## config.mk

```make
export PLATFORM = sky130hd
export DESIGN_NAME = tfr_task_file
export DESIGN_NICKNAME = d
export VERILOG_FILES = /design/src/pkg/tfr_pkg.sv /design/src/logic/tfr_task_file.sv
export VERILOG_INCLUDE_DIRS = /design/src /design/src/pkg
export SDC_FILE = /design/constraint.sdc
export NUM_CORES = 1
export LEC_CHECK = 0
export BUFFER_PORTS_ARGS = -buffer_cell sky130_fd_sc_hd__buf_2
export CORE_AREA = 2 2 112 114
export DETAILED_ROUTE_END_ITERATION = 6
export DIE_AREA = 0 0 114 116
export PLACE_DENSITY = 0.91
export REMOVE_ABC_BUFFERS = 1
export SYNTH_ARGS = -nofsm -noshare
export SYNTH_HDL_FRONTEND = slang
export SYNTH_SLANG_ARGS = --single-unit
```

## constraint.sdc

```tcl
create_clock -name clock -period 5.8 [get_ports clock]
set_clock_uncertainty 0.15 [all_clocks]
set_input_delay 0.87 -clock clock [delete_from_list [all_inputs] [get_ports clock]]
set_output_delay 0.87 -clock clock [all_outputs]
set_load 0.005 [all_outputs]
```

## src/pkg/tfr_defines.svh

```systemverilog
// Constants for the serial-drive task file register block.
//
// Operation
// - A bad flash block found during a command sets error bit 7.
// - An uncorrectable data error sets error bit 6.
// - A missing or invalid sector address sets error bit 4.
// - Abort on not ready, write fault or invalid command sets error bit 2.
// - Any other error sets error bit 0; bits 5, 3, 1 read zero.
// - A transfer count of zero means 256 sectors.
// - The transfer count reads zero after a successful command.
// - After a failed command the count holds the sectors still left.
// - Block address is byte0, byte1, byte2 and drive/head low nibble.
// - Drive/head bit 6 clear selects CHS, set selects block addressing.
// - Reading status clears a pending interrupt; auxiliary status does not.
// - While busy the device owns command register and buffer.
// - Ready stays clear from power up until commands can be accepted.
// - Data request is set while data must move through the data register.
// - Corrected data sets status bit 2 and multi-sector reads continue.
// - Status bit 0 flags an errored command; status bit 1 reads zero.
// - High-order select returns previous values; command block writes clear it.
// - Control bit 2 holds the drive in soft reset until written zero.
// - Control bit 1 masks interrupts; it clears at power on.
// - Drive address bit 6 reads zero while a write is in progress.
// - Drive address bits 5..2 are inverted drive/head bits 3..0.
`ifndef TFR_DEFINES_SVH
`define TFR_DEFINES_SVH

// -----------------------------------------------------------------------
// Register indices on the access port
// -----------------------------------------------------------------------
`define TFR_IDX_DATA     4'h0
`define TFR_IDX_ERROR    4'h1
`define TFR_IDX_COUNT    4'h2
`define TFR_IDX_ADDR0    4'h3
`define TFR_IDX_ADDR1    4'h4
`define TFR_IDX_ADDR2    4'h5
`define TFR_IDX_TARGET   4'h6
`define TFR_IDX_STATE    4'h7
`define TFR_IDX_AUX      4'h8
`define TFR_IDX_ECHO     4'h9

// -----------------------------------------------------------------------
// Field positions
// -----------------------------------------------------------------------
`define TFR_ERR_BAD_BLOCK   7
`define TFR_ERR_UNCORR      6
`define TFR_ERR_NOT_FOUND   4
`define TFR_ERR_ABORTED     2
`define TFR_ERR_GENERAL     0
`define TFR_TGT_LBA_MODE    6
`define TFR_CTL_HOB         7
`define TFR_CTL_SRST        2
`define TFR_CTL_IMASK       1

// -----------------------------------------------------------------------
// Reset values
// -----------------------------------------------------------------------
`define TFR_TARGET_RST      8'ha0
`define TFR_COUNT_RST       8'h01
`define TFR_ADDR0_RST       8'h01
`define TFR_SECTORS_MAX     9'h100

`endif

```

## src/pkg/tfr_pkg.sv

```systemverilog
// Types shared by the task file register block.
package tfr_pkg;
    // Command phase of the drive
    typedef enum logic [1:0] {
        TFR_IDLE  = 2'b00,
        TFR_RUN   = 2'b01,
        TFR_SRST  = 2'b10
    } tfr_phase_t;

    typedef logic [7:0] tfr_byte_t;
endpackage

```

## src/logic/tfr_task_file.sv

```systemverilog
// Task file register bank of a serial storage drive.
`timescale 1ns/100ps
`default_nettype none
`include "tfr_defines.svh"

module tfr_task_file (
    input  wire logic                clock,
    input  wire logic                rst_n,
    // Register access carried by the link frames
    input  wire logic                acc_valid,
    input  wire logic                acc_write,
    input  wire logic [3:0]          acc_addr,
    input  wire logic [15:0]         acc_wdata,
    output logic      [15:0]         acc_rdata,
    // Device-to-host register frame
    output logic                     frame_valid,
    output tfr_pkg::tfr_byte_t       frame_status,
    output tfr_pkg::tfr_byte_t       frame_error,
    output tfr_pkg::tfr_byte_t       frame_count,
    output logic                     drive_irq,
    // Drive core command side
    output logic                     core_cmd_start,
    output tfr_pkg::tfr_byte_t       core_cmd_code,
    output tfr_pkg::tfr_byte_t       core_features,
    output logic                     core_lba_mode,
    output logic      [27:0]         core_address,
    output logic      [8:0]          core_sector_total,
    output logic                     core_soft_reset,
    // Drive core reports
    input  wire logic                core_ready,
    input  wire logic                core_sector_done,
    input  wire logic                core_cmd_done,
    input  wire logic                core_cmd_fail,
    input  wire logic                core_bad_block,
    input  wire logic                core_uncorrectable,
    input  wire logic                core_not_found,
    input  wire logic                core_aborted,
    input  wire logic                core_general_error,
    input  wire logic                core_corrected,
    input  wire logic                core_write_fault,
    input  wire logic                core_write_active,
    input  wire logic                core_data_request,
    // Data register path
    input  wire logic [15:0]         core_rd_word,
    output logic                     core_rd_take,
    output logic      [15:0]         core_wr_word,
    output logic                     core_wr_put
);
    import tfr_pkg::*;

    // -------------------------------------------------------------------
    // Storage
    // -------------------------------------------------------------------
    tfr_phase_t phase_reg;
    tfr_byte_t  error_reg;
    tfr_byte_t  feature_reg;
    tfr_byte_t  count_reg;
    tfr_byte_t  addr0_reg;
    tfr_byte_t  addr1_reg;
    tfr_byte_t  addr2_reg;
    tfr_byte_t  target_reg;
    tfr_byte_t  count_prev_reg;
    tfr_byte_t  addr0_prev_reg;
    tfr_byte_t  addr1_prev_reg;
    tfr_byte_t  addr2_prev_reg;
    tfr_byte_t  target_prev_reg;
    tfr_byte_t  command_reg;
    logic       hob_reg;
    logic       srst_reg;
    logic       imask_reg;
    logic       err_reg;
    logic       corrected_data_flag_reg;
    logic       fault_reg;
    logic       drq_reg;
    logic       wact_reg;
    logic       pend_reg;

    logic       wr_cmd_block;
    logic       wr_command;
    logic       wr_control;
    logic       rd_state;
    logic       finish;
    logic       busy;
    logic       ready;
    tfr_byte_t  state_byte;
    tfr_byte_t  echo_byte;

    // -------------------------------------------------------------------
    // Access decode
    // -------------------------------------------------------------------
    // Command block writes are refused while busy; control is always open
    assign busy = (phase_reg != TFR_IDLE) | srst_reg;
    assign wr_cmd_block = acc_valid & acc_write & ~busy
                        & (acc_addr >= `TFR_IDX_ERROR)
                        & (acc_addr <= `TFR_IDX_STATE);
    assign wr_command = wr_cmd_block & (acc_addr == `TFR_IDX_STATE);
    assign wr_control = acc_valid & acc_write & (acc_addr == `TFR_IDX_AUX);
    assign rd_state   = acc_valid & ~acc_write & (acc_addr == `TFR_IDX_STATE);
    assign finish     = (phase_reg == TFR_RUN) & (core_cmd_done | core_cmd_fail);

    // Ready is held low until the core says it can take commands
    assign ready = core_ready & ~srst_reg;

    // Status byte; bit 1 is the unused index flag and reads zero
    assign state_byte = {busy, ready, fault_reg, ready,
                         drq_reg, corrected_data_flag_reg, 1'b0, err_reg};

    // Drive address echo; only drive 0 exists, bit 7 reads zero
    assign echo_byte = {1'b0, ~wact_reg,
                        ~target_reg[3:0],
                        1'b1, 1'b0};

    // -------------------------------------------------------------------
    // Command phase
    // -------------------------------------------------------------------
    // Soft reset overrides everything; leaving it drops back to idle
    always_ff @(posedge clock) begin
        if (!rst_n) begin
            phase_reg <= TFR_IDLE;
        end else if (srst_reg) begin
            phase_reg <= TFR_SRST;
        end else begin
            unique case (phase_reg)
                TFR_IDLE: begin
                    if (wr_command && ready) begin
                        phase_reg <= TFR_RUN;
                    end
                end
                TFR_RUN: begin
                    if (finish) begin
                        phase_reg <= TFR_IDLE;
                    end
                end
                TFR_SRST: begin
                    phase_reg <= TFR_IDLE;
                end
                default: begin
                    phase_reg <= TFR_IDLE;
                end
            endcase
        end
    end

    // Start pulse and latched command code toward the core
    always_ff @(posedge clock) begin
        if (!rst_n) begin
            command_reg    <= 8'h00;
            core_cmd_start <= 1'b0;
        end else begin
            core_cmd_start <= wr_command & ready & ~srst_reg;
            if (wr_command) begin
                command_reg <= acc_wdata[7:0];
            end
        end
    end

    // -------------------------------------------------------------------
    // Device control
    // -------------------------------------------------------------------
    // High-order select is cleared by any command block write
    always_ff @(posedge clock) begin
        if (!rst_n) begin
            hob_reg   <= 1'b0;
            srst_reg  <= 1'b0;
            imask_reg <= 1'b0;
        end else if (wr_control) begin
            hob_reg   <= acc_wdata[`TFR_CTL_HOB];
            srst_reg  <= acc_wdata[`TFR_CTL_SRST];
            imask_reg <= acc_wdata[`TFR_CTL_IMASK];
        end else if (wr_cmd_block) begin
            hob_reg <= 1'b0;
        end
    end

    // -------------------------------------------------------------------
    // Address and feature registers
    // -------------------------------------------------------------------
    // Each address or target write pushes the old value into the previous copy
    always_ff @(posedge clock) begin
        if (!rst_n || srst_reg) begin
            feature_reg     <= 8'h00;
            addr0_reg       <= `TFR_ADDR0_RST;
            addr1_reg       <= 8'h00;
            addr2_reg       <= 8'h00;
            target_reg      <= `TFR_TARGET_RST;
            addr0_prev_reg  <= 8'h00;
            addr1_prev_reg  <= 8'h00;
            addr2_prev_reg  <= 8'h00;
            target_prev_reg <= `TFR_TARGET_RST;
        end else if (wr_cmd_block) begin
            unique case (acc_addr)
                `TFR_IDX_ERROR: begin
                    feature_reg <= acc_wdata[7:0];
                end
                `TFR_IDX_ADDR0: begin
                    addr0_prev_reg <= addr0_reg;
                    addr0_reg      <= acc_wdata[7:0];
                end
                `TFR_IDX_ADDR1: begin
                    addr1_prev_reg <= addr1_reg;
                    addr1_reg      <= acc_wdata[7:0];
                end
                `TFR_IDX_ADDR2: begin
                    addr2_prev_reg <= addr2_reg;
                    addr2_reg      <= acc_wdata[7:0];
                end
                `TFR_IDX_TARGET: begin
                    target_prev_reg <= target_reg;
                    // Host keeps the drive number at zero
                    target_reg      <= acc_wdata[7:0];
                end
                default: begin
                end
            endcase
        end
    end

    // -------------------------------------------------------------------
    // Transfer count
    // -------------------------------------------------------------------
    // Counts down per sector; zero on success, the remainder on failure
    always_ff @(posedge clock) begin
        if (!rst_n || srst_reg) begin
            count_reg      <= `TFR_COUNT_RST;
            count_prev_reg <= 8'h00;
        end else if (wr_cmd_block && acc_addr == `TFR_IDX_COUNT) begin
            count_prev_reg <= count_reg;
            count_reg      <= acc_wdata[7:0];
        end else if (phase_reg == TFR_RUN) begin
            if (core_cmd_done && !core_cmd_fail) begin
                count_reg <= 8'h00;
            end else if (core_sector_done) begin
                // Zero wraps to 255, so a 256 sector job counts right
                count_reg <= count_reg - 8'h01;
            end
        end
    end

    // -------------------------------------------------------------------
    // Error register
    // -------------------------------------------------------------------
    // Cleared at command start, flags gather while the command runs
    always_ff @(posedge clock) begin
        if (!rst_n || srst_reg) begin
            error_reg <= 8'h00;
        end else if (wr_command && !ready) begin
            error_reg <= 8'h00;
            error_reg[`TFR_ERR_ABORTED] <= 1'b1;
        end else if (wr_command) begin
            error_reg <= 8'h00;
        end else if (phase_reg == TFR_RUN) begin
            if (core_bad_block) begin
                error_reg[`TFR_ERR_BAD_BLOCK] <= 1'b1;
            end
            if (core_uncorrectable) begin
                error_reg[`TFR_ERR_UNCORR] <= 1'b1;
            end
            if (core_not_found) begin
                error_reg[`TFR_ERR_NOT_FOUND] <= 1'b1;
            end
            if (core_aborted || core_write_fault) begin
                error_reg[`TFR_ERR_ABORTED] <= 1'b1;
            end
            // Fail with no specific cause falls back to the general flag
            if (core_general_error || (core_cmd_fail && !core_bad_block
                && !core_uncorrectable && !core_not_found
                && !core_aborted && !core_write_fault
                && error_reg == 8'h00)) begin
                error_reg[`TFR_ERR_GENERAL] <= 1'b1;
            end
        end
    end

    // -------------------------------------------------------------------
    // Status flags
    // -------------------------------------------------------------------
    // Error and corrected flags live until the next command is taken
    always_ff @(posedge clock) begin
        if (!rst_n || srst_reg) begin
            err_reg  <= 1'b0;
            corrected_data_flag_reg <= 1'b0;
        end else if (wr_command) begin
            err_reg  <= ~ready;
            corrected_data_flag_reg <= 1'b0;
        end else begin
            if (finish && core_cmd_fail) begin
                err_reg <= 1'b1;
            end
            // Corrected data does not end the command
            if (phase_reg == TFR_RUN && core_corrected) begin
                corrected_data_flag_reg <= 1'b1;
            end
        end
    end

    // Live core conditions sampled into the status and echo bytes
    always_ff @(posedge clock) begin
        if (!rst_n) begin
            fault_reg <= 1'b0;
            drq_reg   <= 1'b0;
            wact_reg  <= 1'b0;
        end else begin
            fault_reg <= core_write_fault;
            drq_reg   <= core_data_request & ~srst_reg;
            wact_reg  <= core_write_active;
        end
    end

    // -------------------------------------------------------------------
    // Interrupt pending
    // -------------------------------------------------------------------
    // Completion beats a status read in the same cycle
    always_ff @(posedge clock) begin
        if (!rst_n || srst_reg) begin
            pend_reg <= 1'b0;
        end else if (finish || (wr_command && !ready)) begin
            pend_reg <= 1'b1;
        end else if (rd_state) begin
            pend_reg <= 1'b0;
        end
    end

    assign drive_irq = pend_reg & ~imask_reg;

    // -------------------------------------------------------------------
    // Read data
    // -------------------------------------------------------------------
    // One cycle of latency; the auxiliary copy leaves pending alone
    always_ff @(posedge clock) begin
        if (!rst_n) begin
            acc_rdata <= 16'h0000;
        end else if (acc_valid && !acc_write) begin
            unique case (acc_addr)
                `TFR_IDX_DATA:   acc_rdata <= core_rd_word;
                `TFR_IDX_ERROR:  acc_rdata <= {8'h00, error_reg};
                `TFR_IDX_COUNT:  acc_rdata <= {8'h00,
                    hob_reg ? count_prev_reg : count_reg};
                `TFR_IDX_ADDR0:  acc_rdata <= {8'h00,
                    hob_reg ? addr0_prev_reg : addr0_reg};
                `TFR_IDX_ADDR1:  acc_rdata <= {8'h00,
                    hob_reg ? addr1_prev_reg : addr1_reg};
                `TFR_IDX_ADDR2:  acc_rdata <= {8'h00,
                    hob_reg ? addr2_prev_reg : addr2_reg};
                `TFR_IDX_TARGET: acc_rdata <= {8'h00,
                    hob_reg ? target_prev_reg : target_reg};
                `TFR_IDX_STATE:  acc_rdata <= {8'h00, state_byte};
                `TFR_IDX_AUX:    acc_rdata <= {8'h00, state_byte};
                `TFR_IDX_ECHO:   acc_rdata <= {8'h00, echo_byte};
                default:         acc_rdata <= 16'h0000;
            endcase
        end
    end

    // -------------------------------------------------------------------
    // Data register path
    // -------------------------------------------------------------------
    // Words move only while the device asks for them
    always_ff @(posedge clock) begin
        if (!rst_n) begin
            core_rd_take <= 1'b0;
            core_wr_put  <= 1'b0;
            core_wr_word <= 16'h0000;
        end else begin
            core_rd_take <= acc_valid & ~acc_write & drq_reg
                          & (acc_addr == `TFR_IDX_DATA);
            core_wr_put  <= acc_valid & acc_write & drq_reg
                          & (acc_addr == `TFR_IDX_DATA);
            if (acc_valid && acc_write && acc_addr == `TFR_IDX_DATA) begin
                core_wr_word <= acc_wdata;
            end
        end
    end

    // -------------------------------------------------------------------
    // Device-to-host register frame
    // -------------------------------------------------------------------
    // Sent once per completion; carries the values after the update
    always_ff @(posedge clock) begin
        if (!rst_n) begin
            frame_valid <= 1'b0;
        end else begin
            frame_valid <= finish | (wr_command & ~ready);
        end
    end

    assign frame_status = state_byte;
    assign frame_error  = error_reg;
    assign frame_count  = count_reg;

    // -------------------------------------------------------------------
    // Core-facing decode
    // -------------------------------------------------------------------
    assign core_cmd_code   = command_reg;
    assign core_features   = feature_reg;
    assign core_soft_reset = srst_reg;
    assign core_lba_mode   = target_reg[`TFR_TGT_LBA_MODE];
    // Same bit layout serves CHS: head, cylinder high/low, sector
    assign core_address    = {target_reg[3:0], addr2_reg,
                              addr1_reg, addr0_reg};
    assign core_sector_total = (count_reg == 8'h00) ?
                               `TFR_SECTORS_MAX : {1'b0, count_reg};

endmodule
`default_nettype wire

```

==> run metrics <==
status finished with violations; failing checks DRC; Worst-path clk slew 0.06 ns; Synthesis Warnings 0; Synth area leaders dfxtp_1, nand2_1, mux2i_1; Congestion Overflow GR 0; cell breakdown of the critical path or4_1 > nor4b_1 > nor2_1 > buf_2; met1 Usage GRT a little under two fifths; Fillers around 950; Clock Power Share between 40% and 50%; buffer count from post-CTS setup fixing 0; hold path depth 2; die area 0.0132 mm2; WP data required between 4 and 5 ns; DRC viols 1; final WL about 20000 um; leakage around 3.0 nW; antenna violations before repair 1; GR Util met2 between 40% and 50%; CTS tree done; class of the worst hold path reg2reg; Max-slew headroom between 30 and 40%; met3 Track Usage GR under 10%; Sw Share about 22%; slowest cell on the critical path or4_1; Data arrival, critical path between 2 and 2.5 ns; Hold Fails Final Rpt 0; Net Sw Power 0.000492 W; Syn Area/Cell a little over 8 um2; Synth Flop Type dfxtp_1; H-Tree Level Count 4; vias per inst between 5 and 6; Avg WL per Cell roughly 19 um; maximum vdd drop 0.000198 V; Routed Antenna Nets 0; distinct cell type count after synthesis 55; most frequent cell after synthesis nand2_1; Clk Tree Root Cell clkbuf_16; CP max stage delay between 0.5 and 0.6 ns; min-delay src core_wr_word[13]; Final HPWL DP between 10000 and 15000 um; largest net degree at the start of global routing 64; worst r2r path cells 6; area leader, netlist dfxtp_1; global-route usage over all layers about 30%; top cells by count, synth nand2_1, dfxtp_1, a21oi_1, mux2i_1, nor2_1; DRT iter0 DRCs 785; CTS buffer count 17; vias 6409; top flop regs acc_rdata x16, core_wr_word x16; row count 40; fmax around 320 MHz; CTS max path bufs 2; setup repair after global routing missed its margin false; Seq pwr share between 40% and 50%; cells after synthesis around 810; Worst Path Max Fanout 9; worst reg2reg startpoint core_soft_reset; Yosys top cell area share between 40% and 50%; Synth async-reset ratio 0%; layout cells sized above 1 between 20% and 30%; internal power 0.00173 W; Worst Hold Endpoint core_wr_word[13]; Max Slew Vio Count 0; gpl congestion ~0.94; Boundary Pins 169; CP Class reg2out; worst-margin pin slew between 1 and 1.5 ns; first-pass GRT wire length 30300 um; drt pass-1 iters 7; Finished Core Util about two thirds; Core ar. 0.0119 mm2; Tcrit/Tclk final a little over half; critical path endpoint category primary output; I/O Buffers roughly 160; Die Ht 116 um; vias in the first global route between 5000 and 6000; PwrDens roughly 280 mW/mm2; r2r setup slk ~3 ns; post-CTS resize count 0; hold buffers post-CTS 0; setup_tns 0 ns; Nets 964; Post-synth EDFFs 0; clk_lat worst skew around 0.42 ns; fin crit period between 3 and 4 ns; initial core utilization between 50% and 60%; Synth-to-Final Area Change 17.8%; register area share after synthesis around 44%; Max Cap Violations 0; Multi-input gate area roughly 0.0033 mm2; Die X ~110 um; TritonCTS Sinks between 100 and 150; Yosys reg bits between 100 and 150; register area approximately 0.003 mm2; worst r2r dst core_features[3]; Combinational Power Share roughly 5.4%; Final setup viols 0; mapped cell area about 0.0067 mm2; GR peak layer met2; type of origin of the critical path flip-flop
## layout by cell type (no fill, tap or decap), types with 10 or more instances in the layout
| master | count |
|---|---|
| nand2_1 | 179 |
| buf_2 | 164 |
| dfxtp_1 | 147 |
| a21oi_1 | 65 |
| mux2i_1 | 65 |
| nor2_1 | 52 |
| o21ai_0 | 33 |
| a21boi_0 | 29 |
| nand3_1 | 23 |
| clkbuf_16 | 17 |
| o22ai_1 | 16 |
| and2_1 | 13 |
| nor2b_1 | 11 |
| a31oi_1 | 10 |
## how the worst max path moves through the flow
stage	start	to	slack [ns]	cells past startpoint
6_report	frame_count[2]	core_sector_total[0]	2.71	4
5_1_grt	frame_count[2]	core_sector_total[0]	2.60	4
4_1_cts	frame_count[2]	core_sector_total[0]	2.69	4
3_5_place_dp	acc_addr[0]	core_features[5]	2.76	6
3_3_place_gp	acc_addr[0]	core_features[6]	2.84	6
2_1_floorplan	acc_addr[2]	core_wr_word[0]	2.57	4
## cells by family after synthesis
family | count (synthesis) | share of synthesized area, %
mux | 65 | 9.75
buf+inv | 90 | 6.99
compound gates | 178 | 16.1
fa+ha+maj | 2 | 0.375
xor+xnor | 4 | 0.525
flops | 148 | 44.4
simple gates | 318 | 21.8
other cells | 1 | 0.0562
## stage by stage
stage / area (um2) / hold slack [ns] / worst slack [ns] / total power, W / std cells
floorplan: 6220 / 0.286 / 2.57 / 0.00110 / 721
global placement: 7280 / 0.289 / 2.84 / 0.00116 / 1037
detailed placement: 7280 / 0.292 / 2.76 / 0.00117 / 1037
CTS: 7860 / 0.302 / 2.69 / 0.00222 / 1068
global route: 7860 / 0.321 / 2.60 / 0.00228 / 1069
finish: 7860 / 0.303 / 2.71 / 0.00222 / 1069
## critical path, delay by kind of cell (launching register included)
kind	cells	cell delay [ns]
buffers and inverters	1	0.14
DFF	1	0.40
and+or+nand+nor	3	1.11
## final cells by class
type                       count  share of cell area [%]
antenna                        1                  0.0318
multi-input combinational    571                    41.5
tap                          147                    2.34
clock buffer                  29                    6.88
timing repair buffer         169                    10.9
inverter                       2                  0.0955
clock inverter                 2                   0.478
sequential                   148                    37.7
## metal layers
metal / routed length (um) / part of all wire [%]
met4: 1000 / 5.0
met2: 9090 / 46
met3: 2140 / 11
met1: 7750 / 39
met5: 0 / 0
## power by group through the flow
stage          Sequential [W]  Clock, W  Combinational, W
2_1_floorplan         0.00105         0         0.0000485
3_5_place_dp          0.00105         0          0.000114
3_3_place_gp          0.00105         0          0.000113
4_1_cts               0.00103   0.00107          0.000115
5_1_grt               0.00103   0.00112          0.000127
6_report              0.00103   0.00107          0.000119
No activity file was read; power rests on OpenSTA's default activity.
